===== config.mk =====
export PLATFORM = sky130hd
export DESIGN_NAME = ctu_timer
export DESIGN_NICKNAME = d
export VERILOG_FILES = /design/src/ctu_pkg.sv /design/src/ctu_timer.sv
export SDC_FILE = /design/constraint.sdc
export NUM_CORES = 2
export LEC_CHECK = 0
export ABC_AREA = 1
export CAP_MARGIN = 20
export CORE_MARGIN = 4
export CORE_UTILIZATION = 60
export DETAILED_ROUTE_END_ITERATION = 10
export DONT_BUFFER_PORTS = 1
export PLACE_DENSITY = 0.82
export SYNTH_ARGS = -nofsm -noshare
export SYNTH_HDL_FRONTEND = slang
export SYNTH_SLANG_ARGS = --single-unit

===== constraint.sdc =====
create_clock -name mclk -period 19.6 [get_ports mclk]
set_input_delay 3.92 -clock mclk [delete_from_list [all_inputs] [get_ports mclk]]
set_output_delay 3.92 -clock mclk [all_outputs]
set_load 0.01 [all_outputs]

===== src/ctu_pkg.sv =====
/*
  package for the four-channel capture timer unit: register map, field layouts,
  reset values, channel states and timing constants.
  assumes a single 125 MHz clock domain and an APB master on the register side.
*/

package ctu_pkg;

  // ==========================================================================
  // geometry
  localparam int unsigned CTU_NUM_CH     = 4;
  localparam int unsigned CTU_SECOND_CH  = 1;
  localparam int unsigned CTU_ADDR_W     = 12;

  // ==========================================================================
  // register offsets (channel block at ch*0x20, shared trigger block above)
  localparam logic [4:0]  CTU_OFF_CTRL   = 5'h00;
  localparam logic [4:0]  CTU_OFF_STAT   = 5'h04;
  localparam logic [4:0]  CTU_OFF_COUNT  = 5'h08;
  localparam logic [4:0]  CTU_OFF_CMPW   = 5'h0C;
  localparam logic [4:0]  CTU_OFF_PERIOD = 5'h10;
  localparam logic [11:0] CTU_ADR_TRIG   = 12'h080;
  localparam logic [11:0] CTU_ADR_ADCPT  = 12'h084;
  localparam logic [11:0] CTU_ADR_CMPPT  = 12'h088;

  // ==========================================================================
  // field positions
  localparam int unsigned CTU_CTRL_W     = 11;
  localparam int unsigned CTU_FLAG_W     = 3;
  localparam int unsigned CTU_STAT_ST    = 3;
  localparam int unsigned CTU_STAT_TALLY = 16;
  localparam int unsigned CTU_TRIG_W     = 3;

  // ==========================================================================
  // reset values and timing counts
  localparam logic [15:0] CTU_CNT_RST    = 16'h0000;
  localparam logic [15:0] CTU_CNT_MAX    = 16'hFFFF;
  localparam logic [7:0]  CTU_PRE_RST    = 8'h00;
  localparam logic [1:0]  CTU_FLT_LAST   = 2'h3;

  // ==========================================================================
  // types
  typedef struct packed {
    logic       filter_on;
    logic       single_shot;
    logic       run;
    logic [2:0] divider;
    logic [1:0] ocs;
    logic       edge_sel;
    logic       counter_mode;
    logic       output_mode;
  } ctu_ctrl_t;

  typedef struct packed {
    logic overflow;
    logic period;
    logic match;
  } ctu_flags_t;

  typedef struct packed {
    logic adc_flag;
    logic cmp_en;
    logic adc_en;
  } ctu_trig_t;

  typedef enum logic {CTU_ST_WAIT, CTU_ST_COUNT} ctu_state_t;

  localparam ctu_ctrl_t  CTU_CTRL_RST  = '0;
  localparam ctu_flags_t CTU_FLAG_RST  = '0;
  localparam ctu_trig_t  CTU_TRIG_RST  = '0;

endpackage


===== src/ctu_timer.sv =====
/*
  four-channel capture timer with APB register access, compare outputs,
  and adc trigger / comparator strobe taken from the second channel.
  assumes capture pins are asynchronous and the APB master shares mclk.
*/
`timescale 1ns/100ps
`default_nettype none

module ctu_timer (
  // clock and reset
  input  wire logic                          mclk,
  input  wire logic                          rst,
  // apb slave
  input  wire logic                          psel,
  input  wire logic                          penable,
  input  wire logic                          pwrite,
  input  wire logic [ctu_pkg::CTU_ADDR_W-1:0] paddr,
  input  wire logic [31:0]                   pwdata,
  output var  logic [31:0]                   prdata,
  output var  logic                          pready,
  output var  logic                          pslverr,
  // pins
  input  wire logic [ctu_pkg::CTU_NUM_CH-1:0] capture_pin,
  output wire logic [ctu_pkg::CTU_NUM_CH-1:0] compare_output,
  output var  logic                          adc_trigger,
  output var  logic                          comparator_strobe
);
  import ctu_pkg::*;

  // ==========================================================================
  // functions
  function automatic logic [7:0] div_mask(input logic [2:0] code);
    div_mask = 8'((9'h001 << code) - 9'h001);
  endfunction

  // ==========================================================================
  // bus decode
  logic             pready_q;
  logic [31:0]      prdata_q;
  logic             pslverr_q;
  ctu_trig_t        trig_q;
  ctu_trig_t        trig_d;
  logic [15:0]      adcpt_q;
  logic [15:0]      cmppt_q;
  logic             adc_trig_q;
  logic             cmp_strobe_q;
  logic [31:0]      rd_ch [CTU_NUM_CH];
  logic [15:0]      cnt_w [CTU_NUM_CH];
  logic             adv_w [CTU_NUM_CH];
  logic [31:0]      rd_data_w;

  wire              setup_w    = psel & ~penable;
  wire              acc_w      = psel & penable & pready_q;
  wire              wr_w       = acc_w & pwrite;
  wire              chan_area  = (paddr[11:7] == 5'h00);
  wire [1:0]        ch_idx     = paddr[6:5];
  wire [4:0]        off        = paddr[4:0];
  wire              aligned    = (paddr[1:0] == 2'h0);
  wire              hit_trig   = (paddr == CTU_ADR_TRIG);
  wire              hit_adcpt  = (paddr == CTU_ADR_ADCPT);
  wire              hit_cmppt  = (paddr == CTU_ADR_CMPPT);
  wire              addr_ok    = aligned & ((chan_area & (off <= CTU_OFF_PERIOD)) | hit_trig | hit_adcpt | hit_cmppt);
  wire [31:0]       rd_misc    = hit_trig  ? {29'h0, trig_q} :
                                 hit_adcpt ? {16'h0, adcpt_q} :
                                 hit_cmppt ? {16'h0, cmppt_q} : 32'h0;

  assign rd_data_w = !addr_ok ? 32'h0 : chan_area ? rd_ch[ch_idx] : rd_misc;

  // ==========================================================================
  // apb answer: one wait-free access phase after each setup
  always_ff @(posedge mclk or posedge rst)
  begin
    if (rst)
    begin
      pready_q  <= 1'b0;
      prdata_q  <= 32'h0;
      pslverr_q <= 1'b0;
    end
    else
    begin
      pready_q  <= setup_w;
      pslverr_q <= setup_w & ~addr_ok;
      if (setup_w)
        prdata_q <= pwrite ? 32'h0 : rd_data_w;
    end
  end

  assign prdata  = prdata_q;
  assign pready  = pready_q;
  assign pslverr = pslverr_q;

  // ==========================================================================
  // channels
  for (genvar i = 0; i < CTU_NUM_CH; i++)
  begin : g_ch
    ctu_ctrl_t   ctrl_q;
    ctu_ctrl_t   ctrl_d;
    ctu_flags_t  flg_q;
    ctu_flags_t  flg_set;
    ctu_state_t  st_q;
    ctu_state_t  st_d;
    logic [15:0] cnt_q;
    logic [15:0] cnt_d;
    logic [15:0] cmpw_q;
    logic [15:0] cmpw_d;
    logic [15:0] per_q;
    logic [15:0] per_d;
    logic [15:0] tally_q;
    logic [15:0] tally_d;
    logic [7:0]  pre_q;
    logic [1:0]  sync_q;
    logic [1:0]  flt_cnt_q;
    logic        flt_q;
    logic        prev_q;
    logic        oc_q;
    logic        oc_d;
    logic        stop;

    wire         sel_ch   = wr_w & chan_area & (ch_idx == 2'(i));
    wire         wr_ctrl  = sel_ch & (off == CTU_OFF_CTRL);
    wire         wr_stat  = sel_ch & (off == CTU_OFF_STAT);
    wire         wr_cnt   = sel_ch & (off == CTU_OFF_COUNT);
    wire         wr_cmpw  = sel_ch & (off == CTU_OFF_CMPW);
    wire         wr_per   = sel_ch & (off == CTU_OFF_PERIOD);
    wire [7:0]   mask     = div_mask(ctrl_q.divider);
    wire         tick     = ((pre_q & mask) == mask);
    wire         in_sel   = ctrl_q.filter_on ? flt_q : sync_q[1];
    wire         rise     = in_sel & ~prev_q;
    wire         fall     = ~in_sel & prev_q;
    wire         vedge    = ctrl_q.edge_sel ? rise : fall;
    wire [15:0]  tally_n  = tally_q + 16'h0001;
    wire         cnt_le   = (cnt_q <= cmpw_q);
    wire [2:0]   flg_clr  = wr_stat ? ~pwdata[CTU_FLAG_W-1:0] : 3'h0;

    // sequencing of the three working modes
    always_comb
    begin
      flg_set = '0;
      stop    = 1'b0;
      cnt_d   = cnt_q;
      cmpw_d  = cmpw_q;
      per_d   = per_q;
      tally_d = tally_q;
      st_d    = st_q;
      if (!ctrl_q.run)
        st_d = CTU_ST_WAIT;
      else if (ctrl_q.output_mode)
      begin
        st_d = CTU_ST_COUNT;
        if (tick)
        begin
          if (cnt_q == cmpw_q)
            flg_set.match = 1'b1;
          if (cnt_q == per_q)
          begin
            flg_set.overflow = 1'b1;
            cnt_d            = CTU_CNT_RST;
            stop             = ctrl_q.single_shot;
          end
          else
            cnt_d = cnt_q + 16'h0001;
        end
      end
      else if (st_q == CTU_ST_WAIT)
      begin
        if (ctrl_q.counter_mode ? vedge : rise)
        begin
          cnt_d   = CTU_CNT_RST;
          tally_d = CTU_CNT_RST;
          st_d    = CTU_ST_COUNT;
        end
      end
      else if (!ctrl_q.counter_mode && rise)
      begin
        per_d          = cnt_q;
        flg_set.period = 1'b1;
        cnt_d          = CTU_CNT_RST;
        stop           = ctrl_q.single_shot;
      end
      else if (ctrl_q.counter_mode && vedge && (tally_n == cmpw_q))
      begin
        per_d          = cnt_q;
        flg_set.period = 1'b1;
        cnt_d          = CTU_CNT_RST;
        tally_d        = CTU_CNT_RST;
        stop           = ctrl_q.single_shot;
      end
      else
      begin
        if (ctrl_q.counter_mode && vedge)
          tally_d = tally_n;
        if (!ctrl_q.counter_mode && fall)
        begin
          cmpw_d        = cnt_q;
          flg_set.match = 1'b1;
        end
        if (tick)
        begin
          if (cnt_q == CTU_CNT_MAX)
          begin
            flg_set.overflow = 1'b1;
            cnt_d            = CTU_CNT_RST;
            stop             = ctrl_q.single_shot;
            if (ctrl_q.single_shot && ctrl_q.counter_mode)
              tally_d = CTU_CNT_RST;
          end
          else
            cnt_d = cnt_q + 16'h0001;
        end
      end
      if (stop)
        st_d = CTU_ST_WAIT;
      if (wr_cnt)
        cnt_d = pwdata[15:0];
      if (wr_cmpw)
        cmpw_d = pwdata[15:0];
      if (wr_per)
        per_d = pwdata[15:0];
    end

    always_comb
    begin
      ctrl_d     = ctrl_q;
      ctrl_d.run = ctrl_q.run & ~stop;
      if (wr_ctrl)
        ctrl_d = ctu_ctrl_t'(pwdata[CTU_CTRL_W-1:0]);
    end

    // compare output level
    always_comb
    begin
      unique case (ctrl_q.ocs)
        2'h0:    oc_d = 1'b0;
        2'h1:    oc_d = 1'b1;
        2'h2:    oc_d = ~cnt_le;
        2'h3:    oc_d = cnt_le;
      endcase
      if (!ctrl_q.output_mode)
        oc_d = 1'b0;
    end

    // input synchroniser, 4-cycle glitch filter and edge memory
    always_ff @(posedge mclk or posedge rst)
    begin
      if (rst)
      begin
        sync_q    <= 2'h0;
        flt_q     <= 1'b0;
        flt_cnt_q <= 2'h0;
        prev_q    <= 1'b0;
      end
      else
      begin
        sync_q    <= {sync_q[0], capture_pin[i]};
        flt_cnt_q <= (sync_q[1] != flt_q) ? flt_cnt_q + 2'h1 : 2'h0;
        if ((sync_q[1] != flt_q) && (flt_cnt_q == CTU_FLT_LAST))
          flt_q <= sync_q[1];
        prev_q    <= in_sel;
      end
    end

    always_ff @(posedge mclk or posedge rst)
    begin
      if (rst)
      begin
        ctrl_q  <= CTU_CTRL_RST;
        flg_q   <= CTU_FLAG_RST;
        st_q    <= CTU_ST_WAIT;
        cnt_q   <= CTU_CNT_RST;
        cmpw_q  <= CTU_CNT_RST;
        per_q   <= CTU_CNT_RST;
        tally_q <= CTU_CNT_RST;
        pre_q   <= CTU_PRE_RST;
        oc_q    <= 1'b0;
      end
      else
      begin
        ctrl_q  <= ctrl_d;
        flg_q   <= ctu_flags_t'((flg_q & ~flg_clr) | flg_set);
        st_q    <= st_d;
        cnt_q   <= cnt_d;
        cmpw_q  <= cmpw_d;
        per_q   <= per_d;
        tally_q <= tally_d;
        pre_q   <= pre_q + 8'h01;
        oc_q    <= oc_d;
      end
    end

    assign compare_output[i] = oc_q;
    assign cnt_w[i]          = cnt_q;
    assign adv_w[i]          = tick & ctrl_q.run;
    assign rd_ch[i]          = (off == CTU_OFF_CTRL)   ? {21'h0, ctrl_q} :
                               (off == CTU_OFF_STAT)   ? {tally_q, 12'h0, (st_q == CTU_ST_COUNT), flg_q} :
                               (off == CTU_OFF_COUNT)  ? {16'h0, cnt_q} :
                               (off == CTU_OFF_CMPW)   ? {16'h0, cmpw_q} :
                               (off == CTU_OFF_PERIOD) ? {16'h0, per_q} : 32'h0;
  end

  // ==========================================================================
  // adc trigger and comparator strobe from the second channel
  wire              wr_trig   = wr_w & hit_trig;
  wire              adc_hit   = trig_q.adc_en & adv_w[CTU_SECOND_CH] & (cnt_w[CTU_SECOND_CH] == adcpt_q);
  wire              cmp_hit   = trig_q.cmp_en & adv_w[CTU_SECOND_CH] & (cnt_w[CTU_SECOND_CH] == cmppt_q);

  always_comb
  begin
    trig_d = trig_q;
    if (wr_trig)
    begin
      trig_d.adc_en   = pwdata[0];
      trig_d.cmp_en   = pwdata[1];
      trig_d.adc_flag = trig_q.adc_flag & pwdata[2];
    end
    if (adc_hit)
      trig_d.adc_flag = 1'b1;
  end

  always_ff @(posedge mclk or posedge rst)
  begin
    if (rst)
    begin
      trig_q       <= CTU_TRIG_RST;
      adcpt_q      <= CTU_CNT_RST;
      cmppt_q      <= CTU_CNT_RST;
      adc_trig_q   <= 1'b0;
      cmp_strobe_q <= 1'b0;
    end
    else
    begin
      trig_q       <= trig_d;
      adc_trig_q   <= adc_hit;
      cmp_strobe_q <= cmp_hit;
      if (wr_w & hit_adcpt)
        adcpt_q <= pwdata[15:0];
      if (wr_w & hit_cmppt)
        cmppt_q <= pwdata[15:0];
    end
  end

  assign adc_trigger       = adc_trig_q;
  assign comparator_strobe = cmp_strobe_q;

endmodule

`default_nettype wire


Yosys cells after proc, flatten, opt, wreduce, memory -nomap -nowiden
Index checks and enable logic that the tools add are counted.
{"block": "word_totals", "regBits": 447, "output_inout_bits": 40, "elab_cells": 708}
{"block": "op_classes", "add_sub_neg": 20, "n_lt_le_gt_ge": 6, "eq_ne": 80, "shifts": 4, "muxes": 315, "bitwise_logic": 96, "n_reduce_logical": 89}
{"cell": "$mux 16", "n": 139}
{"cell": "$mux 32", "n": 13}
{"cell": "$eq 16x16->1", "n": 14}
{"cell": "$mux 1", "n": 137}
{"cell": "$add 16x1->16 const B", "n": 8}
{"cell": "$bmux 32 s2", "n": 1}
{"cell": "$eq 16x16->1 const B", "n": 4}
{"cell": "$le 16x16->1", "n": 4}
{"cell": "$reduce_bool 2->1", "n": 29}
{"cell": "$and 1x1->1", "n": 53}
{"cell": "$reduce_and 4->1", "n": 12}
{"cell": "$mux 3", "n": 13}
{"cell": "$eq 12x8->1 const B", "n": 3}
{"cell": "$mux 9", "n": 4}
{"cell": "$add 8x1->8 const B", "n": 4}
{"cell": "$and 8x8->8", "n": 4}
{"cell": "$eq 8x8->1", "n": 4}
{"cell": "$shl 1x3->8 const A", "n": 4}
{"cell": "$sub 8x1->8 const B", "n": 4}
{"cell": "$eq 2x2->1 const B", "n": 14}
{"cell": "$logic_and 1x1->1", "n": 24}
{"cell": "$ne 2x2->1 const B", "n": 12}
{"cell": "$reduce_and 6->1", "n": 4}
{"cell": "$not 1->1", "n": 22}
{"cell": "other kinds (23)", "n": 80}

Logic depth before layout (Yosys ltp)
{"block": "depth", "depth_word": 14, "depth_mapped": 21}

Worst setup path after synthesis
No wires, ideal clock.
{"block": "synth_timing", "path_type": "input-to-reg", "from": "input paddr[10] in the netlist's numbering", "to": "register g_ch[0].cnt_q[8]", "setup_time_ns": 0.121, "arrival_time_ns": 5.512, "required_time_ns": 19.479, "slack_ns": 13.967, "stages": 13, "path_buffers": 1, "cell_sequence": "nor2_1 nand2_1 nor2_2 nand2_1 nor2_2 nand2_2 inv_1 nor3_1 a31oi_1 nand3_4 buf_6 a21oi_1 nand2_1"}
{"block": "synth_via", "elab_chain_len": 6, "elab_cells_between_ends": 10}
{"element": "from (decl)", "line": "ctu_timer.sv:17", "rtl": "input wire logic [ctu_pkg::CTU_ADDR_W-1:0] paddr,"}
{"element": "$logic_not 5->1 (*)", "line": "ctu_timer.sv:55", "rtl": "wire chan_area = (paddr[11:7] == 5'h00);"}
{"element": "$and 1x1->1 (*) (2 in series)", "line": "ctu_timer.sv:119", "rtl": "wire sel_ch = wr_w & chan_area & (ch_idx == 2'(i));"}
{"element": "$and 1x1->1 (*)", "line": "ctu_timer.sv:122", "rtl": "wire wr_cnt = sel_ch & (off == CTU_OFF_COUNT);"}
{"element": "$ne 5x1->1 (no source line), or another cell as far along"}
{"element": "$reduce_and 4->1 (no source line)"}
{"element": "to (signal assigned)", "line": "ctu_timer.sv:281", "rtl": "cnt_q <= cnt_d;"}
{"element": "to (decl)", "line": "ctu_timer.sv:102", "rtl": "logic [15:0] cnt_q;"}
Every way passes the cells marked *; elsewhere a longest branch is shown, timed or not.
A chain may end at the register's enable or synchronous reset.

Worst setup path after layout
{"block": "layout_timing", "from": "input paddr[10] in the netlist's numbering", "to": "register g_ch[3].cmpw_q[15]"}
{"block": "layout_via", "elab_chain_len": 6, "elab_cells_between_ends": 12}
{"element": "$logic_not 5->1 (*)", "line": "ctu_timer.sv:55"}
{"element": "$and 1x1->1 (*) (2 in series)", "line": "ctu_timer.sv:119"}
{"element": "$and 1x1->1 (*)", "line": "ctu_timer.sv:123", "rtl": "wire wr_cmpw = sel_ch & (off == CTU_OFF_CMPW);"}
{"element": "$ne 2x2->1 (no source line), or another cell as far along"}
{"element": "$reduce_and 6->1 (no source line)"}
{"element": "to (signal assigned)", "line": "ctu_timer.sv:282", "rtl": "cmpw_q <= cmpw_d;"}
{"element": "to (decl)", "line": "ctu_timer.sv:104", "rtl": "logic [15:0] cmpw_q;"}
Marks and branches as above.

==> impl_results.md <==
- Status: finished, final reports clean
- Starting Density: between 60% and 70%
- Setup slack, reg-to-reg: roughly 16,000 ps
- Die X: around 230 um
- Starting DRT DRC Count: about 4,700
- Path depth of the worst reg2reg path: 9
- DRC errors left: 0
- Period utilisation layout: a little under two fifths
- Comb power frac: a little over 10%
- Vias in the first global route: 28,469
- Crit path to: g_ch[3].cmpw_q[15]$_DFFE_PP0P_
- DR top layer: met4
- Yosys cell types: 59
- Clock power frac: 46.5%
- Post-Route Setup TNS: 0 ps
- Static leakage: around 0.015 uW
- Routed len/inst: around 23 um
- Data required time of the critical path: between 20,000 and 25,000 ps
- Syn Area/Cell: about 7 sq um
- WL met3: roughly 18 mm
- Post-synthesis xor/xnor area fraction: 4.401%
- Worst Skew: 29.92 ps
- Net Sw Frac: roughly 27%
- Yosys top cell area share: between 30% and 40%
- Drt pass-1 iters: 9
- Metal2 WL: between 40 and 50 mm
- Post-Route Utilization: between 60 and 70%
- Final worst path period need: roughly 7500 ps
- Min-Delay Path Class: reg2reg
- P per Cell Area: ~70 nW/um^2
- EDFF count, synth: 0
- Clk buf depth: 3
- RePlAce Congestion: between 1 and 1.5
- Synth Register Bits: roughly 440
- Max Cap Viol: 0
- M1 wire length: 42.66 mm
- Root buffer cell: clkbuf_16
- Vias: between 30,000 and 40,000
- Reg-to-Reg End: g_ch[3].cmpw_q[15]$_DFFE_PP0P_
- Crit path arrival time: 7970 ps
- Clk pin slew, worst setup/hold paths: around 60 ps
- Clock sinks: 443
- Worst slew pin tran: 1208 ps
- Final Hold Violating Endpoints: 0
- Initial antenna violation count: 2
- Largest net degree at the start of global routing: about 130
- Ys async rst share: 100.0%
- Row count: 82
- Hold Crit Depth: 0
- H-tree depth: 2
- Crit path max fanout: 33
- Worst setup EP type: register
- Hold_buf cts: 0
- Worst-skew pair later-pin latency: roughly 630 ps
- Total CTS buffers: 50
- Dominant synthesized flop cell: dfrtp_1
- Max Clk Rate: around 130 MHz
- Mapped Cells: between 4,000 and 5,000
- Die area: between 50,000 and 60,000 sq um
- GRT Util Overall: a little over two fifths
- Net Sw Power: 616.2 uW
- Antenna Nets Post-Route: 0
- Post-synthesis sequential area ratio: 36.61%
- Buffers on Ports: 0
- # Post-CTS Setup Buffers: 0
- Post-layout nets: ~4,300
- Adder-cell share of the synthesized area: 3.306%
- Layout fillers: ~4,600
- Synth area leader: dfrtp_1
- Post-CTS Resized: 0
- Rel. slew slack: roughly a fifth
- Compound-Gate Fraction of Synth Area: between 10% and 20%
- Detailed Place HPWL: around 83 mm
- Crit Path Category: in2reg
- Core area: between 50,000 and 60,000 sq um
- Synth warnings: 0
- Top Ports: 93
- Cell Int Power: approximately 1600 uW
- RR Startpoint: pready$_DFF_PP0_
- Max-slew violation count: 0
- Die Span Y: approximately 230 um
- Maximum vdd drop: around 0.1 mV
- Synth Area in Simple Gates: ~29%
- Final setup vio count: 0
- Total routed wirelength: ~110 mm
- Area contributors post-synth: dfrtp_1 (37%), nand2_1 (14%), o21ai_0 (7.5%)
- Largest family of logic cells by synthesized area: simple AND/OR/NAND/NOR gates
- Post-Syn Nets: around 4,500
- Global-route wire length before repair: between 150 and 200 mm
- GRT overflow: 0
- Share of cells above drive strength 1: 5.043%
- Crit path from: paddr[10]
- Mapped Area: 30,280 sq um
- Post-DR vias/cell: about 6.4
- Crit start category: input pin
- Mux cell area share after synthesis: 0.1116%
- Sequential fraction of design power: about 43%
- RSZ-0062 raised after global routing: false
- Area added between synthesis and finish: 6.550%
- CTS tree: built
==> placed cells by master, fill, tap and decap left out, types with 16 or more instances in the layout <==
master | synthesis | final
a21oi_1 | 168 | 167
a221oi_1 | 19 | 19
a31oi_1 | 18 | 18
buf_4 | 9 | 31
clkbuf_16 | 0 | 51
dfrtp_1 | 443 | 443
ha_1 | 80 | 80
inv_1 | 448 | 447
inv_2 | 17 | 17
nand2_1 | 1148 | 1147
nand3_1 | 350 | 350
nand4_1 | 104 | 104
nor2_1 | 326 | 326
nor2_2 | 16 | 16
nor3_1 | 32 | 32
o2111ai_1 | 22 | 22
o211ai_1 | 51 | 51
o21ai_0 | 451 | 451
o221ai_1 | 43 | 43
o22ai_1 | 70 | 70
xnor2_1 | 59 | 59
xor2_1 | 88 | 88
==> stage by stage <==
stage,hold WS (ps),total power [uW],instances,area [sq um],setup WS [ps]
after global routing,368.8,2311,4896,32250,11940
after detailed placement,340.9,1208,4803,30390,11850
after global placement,332.4,1201,4801,30360,11870
final,351.4,2251,4900,32260,12100
after floorplan,331.2,1130,4320,30280,3336
after CTS,354.6,2245,4892,32200,12480
==> power by group through the flow <==
stage | Clock [uW] | Combinational, uW | Sequential, uW
5_1_grt | 1090 | 253 | 972
6_report | 1050 | 233 | 971
3_3_place_gp | 0 | 217 | 984
4_1_cts | 1050 | 224 | 970
3_5_place_dp | 0 | 222 | 986
2_1_floorplan | 0 | 159 | 971
==> kinds of logic (layout without fill, tap and decap cells) <==
kind of cell / after synthesis / count (layout)
adder cells (fa/ha/maj): 80 / 80
AND/OR/NAND/NOR: 2058 / 2058
other: 0 / 4
buffers and inverters: 695 / 599
flip-flops: 443 / 443
AO/OA/AOI/OAI: 892 / 892
XOR/XNOR: 149 / 149
multiplexers: 3 / 3
==> worst max-delay path: stages <==
cell	delay, ps
nor2_1	80
nand2_1	110
nor2_2	790
nand2_1	690
nor2_1	490
nand2_1	670
nand2_1	540
inv_1	330
a211oi_1	260
a21oi_1	70
==> layout make-up <==
class,instances,area (sq um),area share (%)
Clock inverter,24,385.4,1.195
Clock buffer,65,1419,4.398
Multi-Input combinational cell,3182,16420,50.89
Tap cell,672,840.8,2.606
Timing Repair Buffer,35,306.5,0.9502
Sequential cell,443,11090,34.36
Antenna cell,4,10.01,0.03103
Inverter,475,1795,5.566
==> sequential cells by signal, indices dropped and copies added, names as in the netlist, 3 cells and up <==
signal,count
g_ch.pre_q,28
g_ch.per_q,64
g_ch.flt_q,4
trig_q,3
adcpt_q,16
g_ch.flt_cnt_q,8
g_ch.oc_q,4
g_ch.prev_q,4
prdata,32
g_ch.tally_q,64
g_ch.ctrl_q,44
g_ch.st_q,4
g_ch.sync_q,8
cmppt_q,16
g_ch.cmpw_q,64
g_ch.flg_q,12
g_ch.cnt_q,64
==> cells in the mapped netlist, types with 11 or more instances <==
cell / n
dfrtp_1: 443
o21ai_0: 451
o221ai_1: 43
a221oi_1: 19
clkbuf_1: 146
xnor2_1: 59
buf_2: 43
a31oi_1: 18
inv_2: 17
o21ai_1: 13
nand3b_1: 15
nor2_1: 326
nand2_2: 14
a22oi_1: 11
nor2_2: 16
o2111ai_1: 22
buf_6: 11
nor3_1: 32
ha_1: 80
xor2_1: 88
nand4_1: 104
inv_1: 448
nand3_1: 350
o211ai_1: 51
nand2_1: 1148
o22ai_1: 70
nor4_1: 13
a21oi_1: 168
==> how the worst min path moves through the flow <==
stage	slack, ps	startpoint	end
6_report	350	g_ch[1].sync_q[0]$_DFF_PP0_	g_ch[1].sync_q[1]$_DFF_PP0_
5_1_grt	370	g_ch[1].sync_q[0]$_DFF_PP0_	g_ch[1].sync_q[1]$_DFF_PP0_
4_1_cts	350	g_ch[1].sync_q[0]$_DFF_PP0_	g_ch[1].sync_q[1]$_DFF_PP0_
3_5_place_dp	340	g_ch[3].sync_q[0]$_DFF_PP0_	g_ch[3].sync_q[1]$_DFF_PP0_
3_3_place_gp	330	g_ch[3].sync_q[0]$_DFF_PP0_	g_ch[3].sync_q[1]$_DFF_PP0_
2_1_floorplan	330	g_ch[0].sync_q[0]$_DFF_PP0_	g_ch[0].sync_q[1]$_DFF_PP0_
==> routing by layer <==
| metal | global-route usage, % | up-vias |
|---|---|---|
| li1 | - | 14153 |
| met1 | 56.48 | 14313 |
| met2 | 58.59 | 2319 |
| met3 | 14.10 | 514 |
| met4 | 23.74 | 0 |
| met5 | 0 | - |
(Power assumes the default switching activity.)
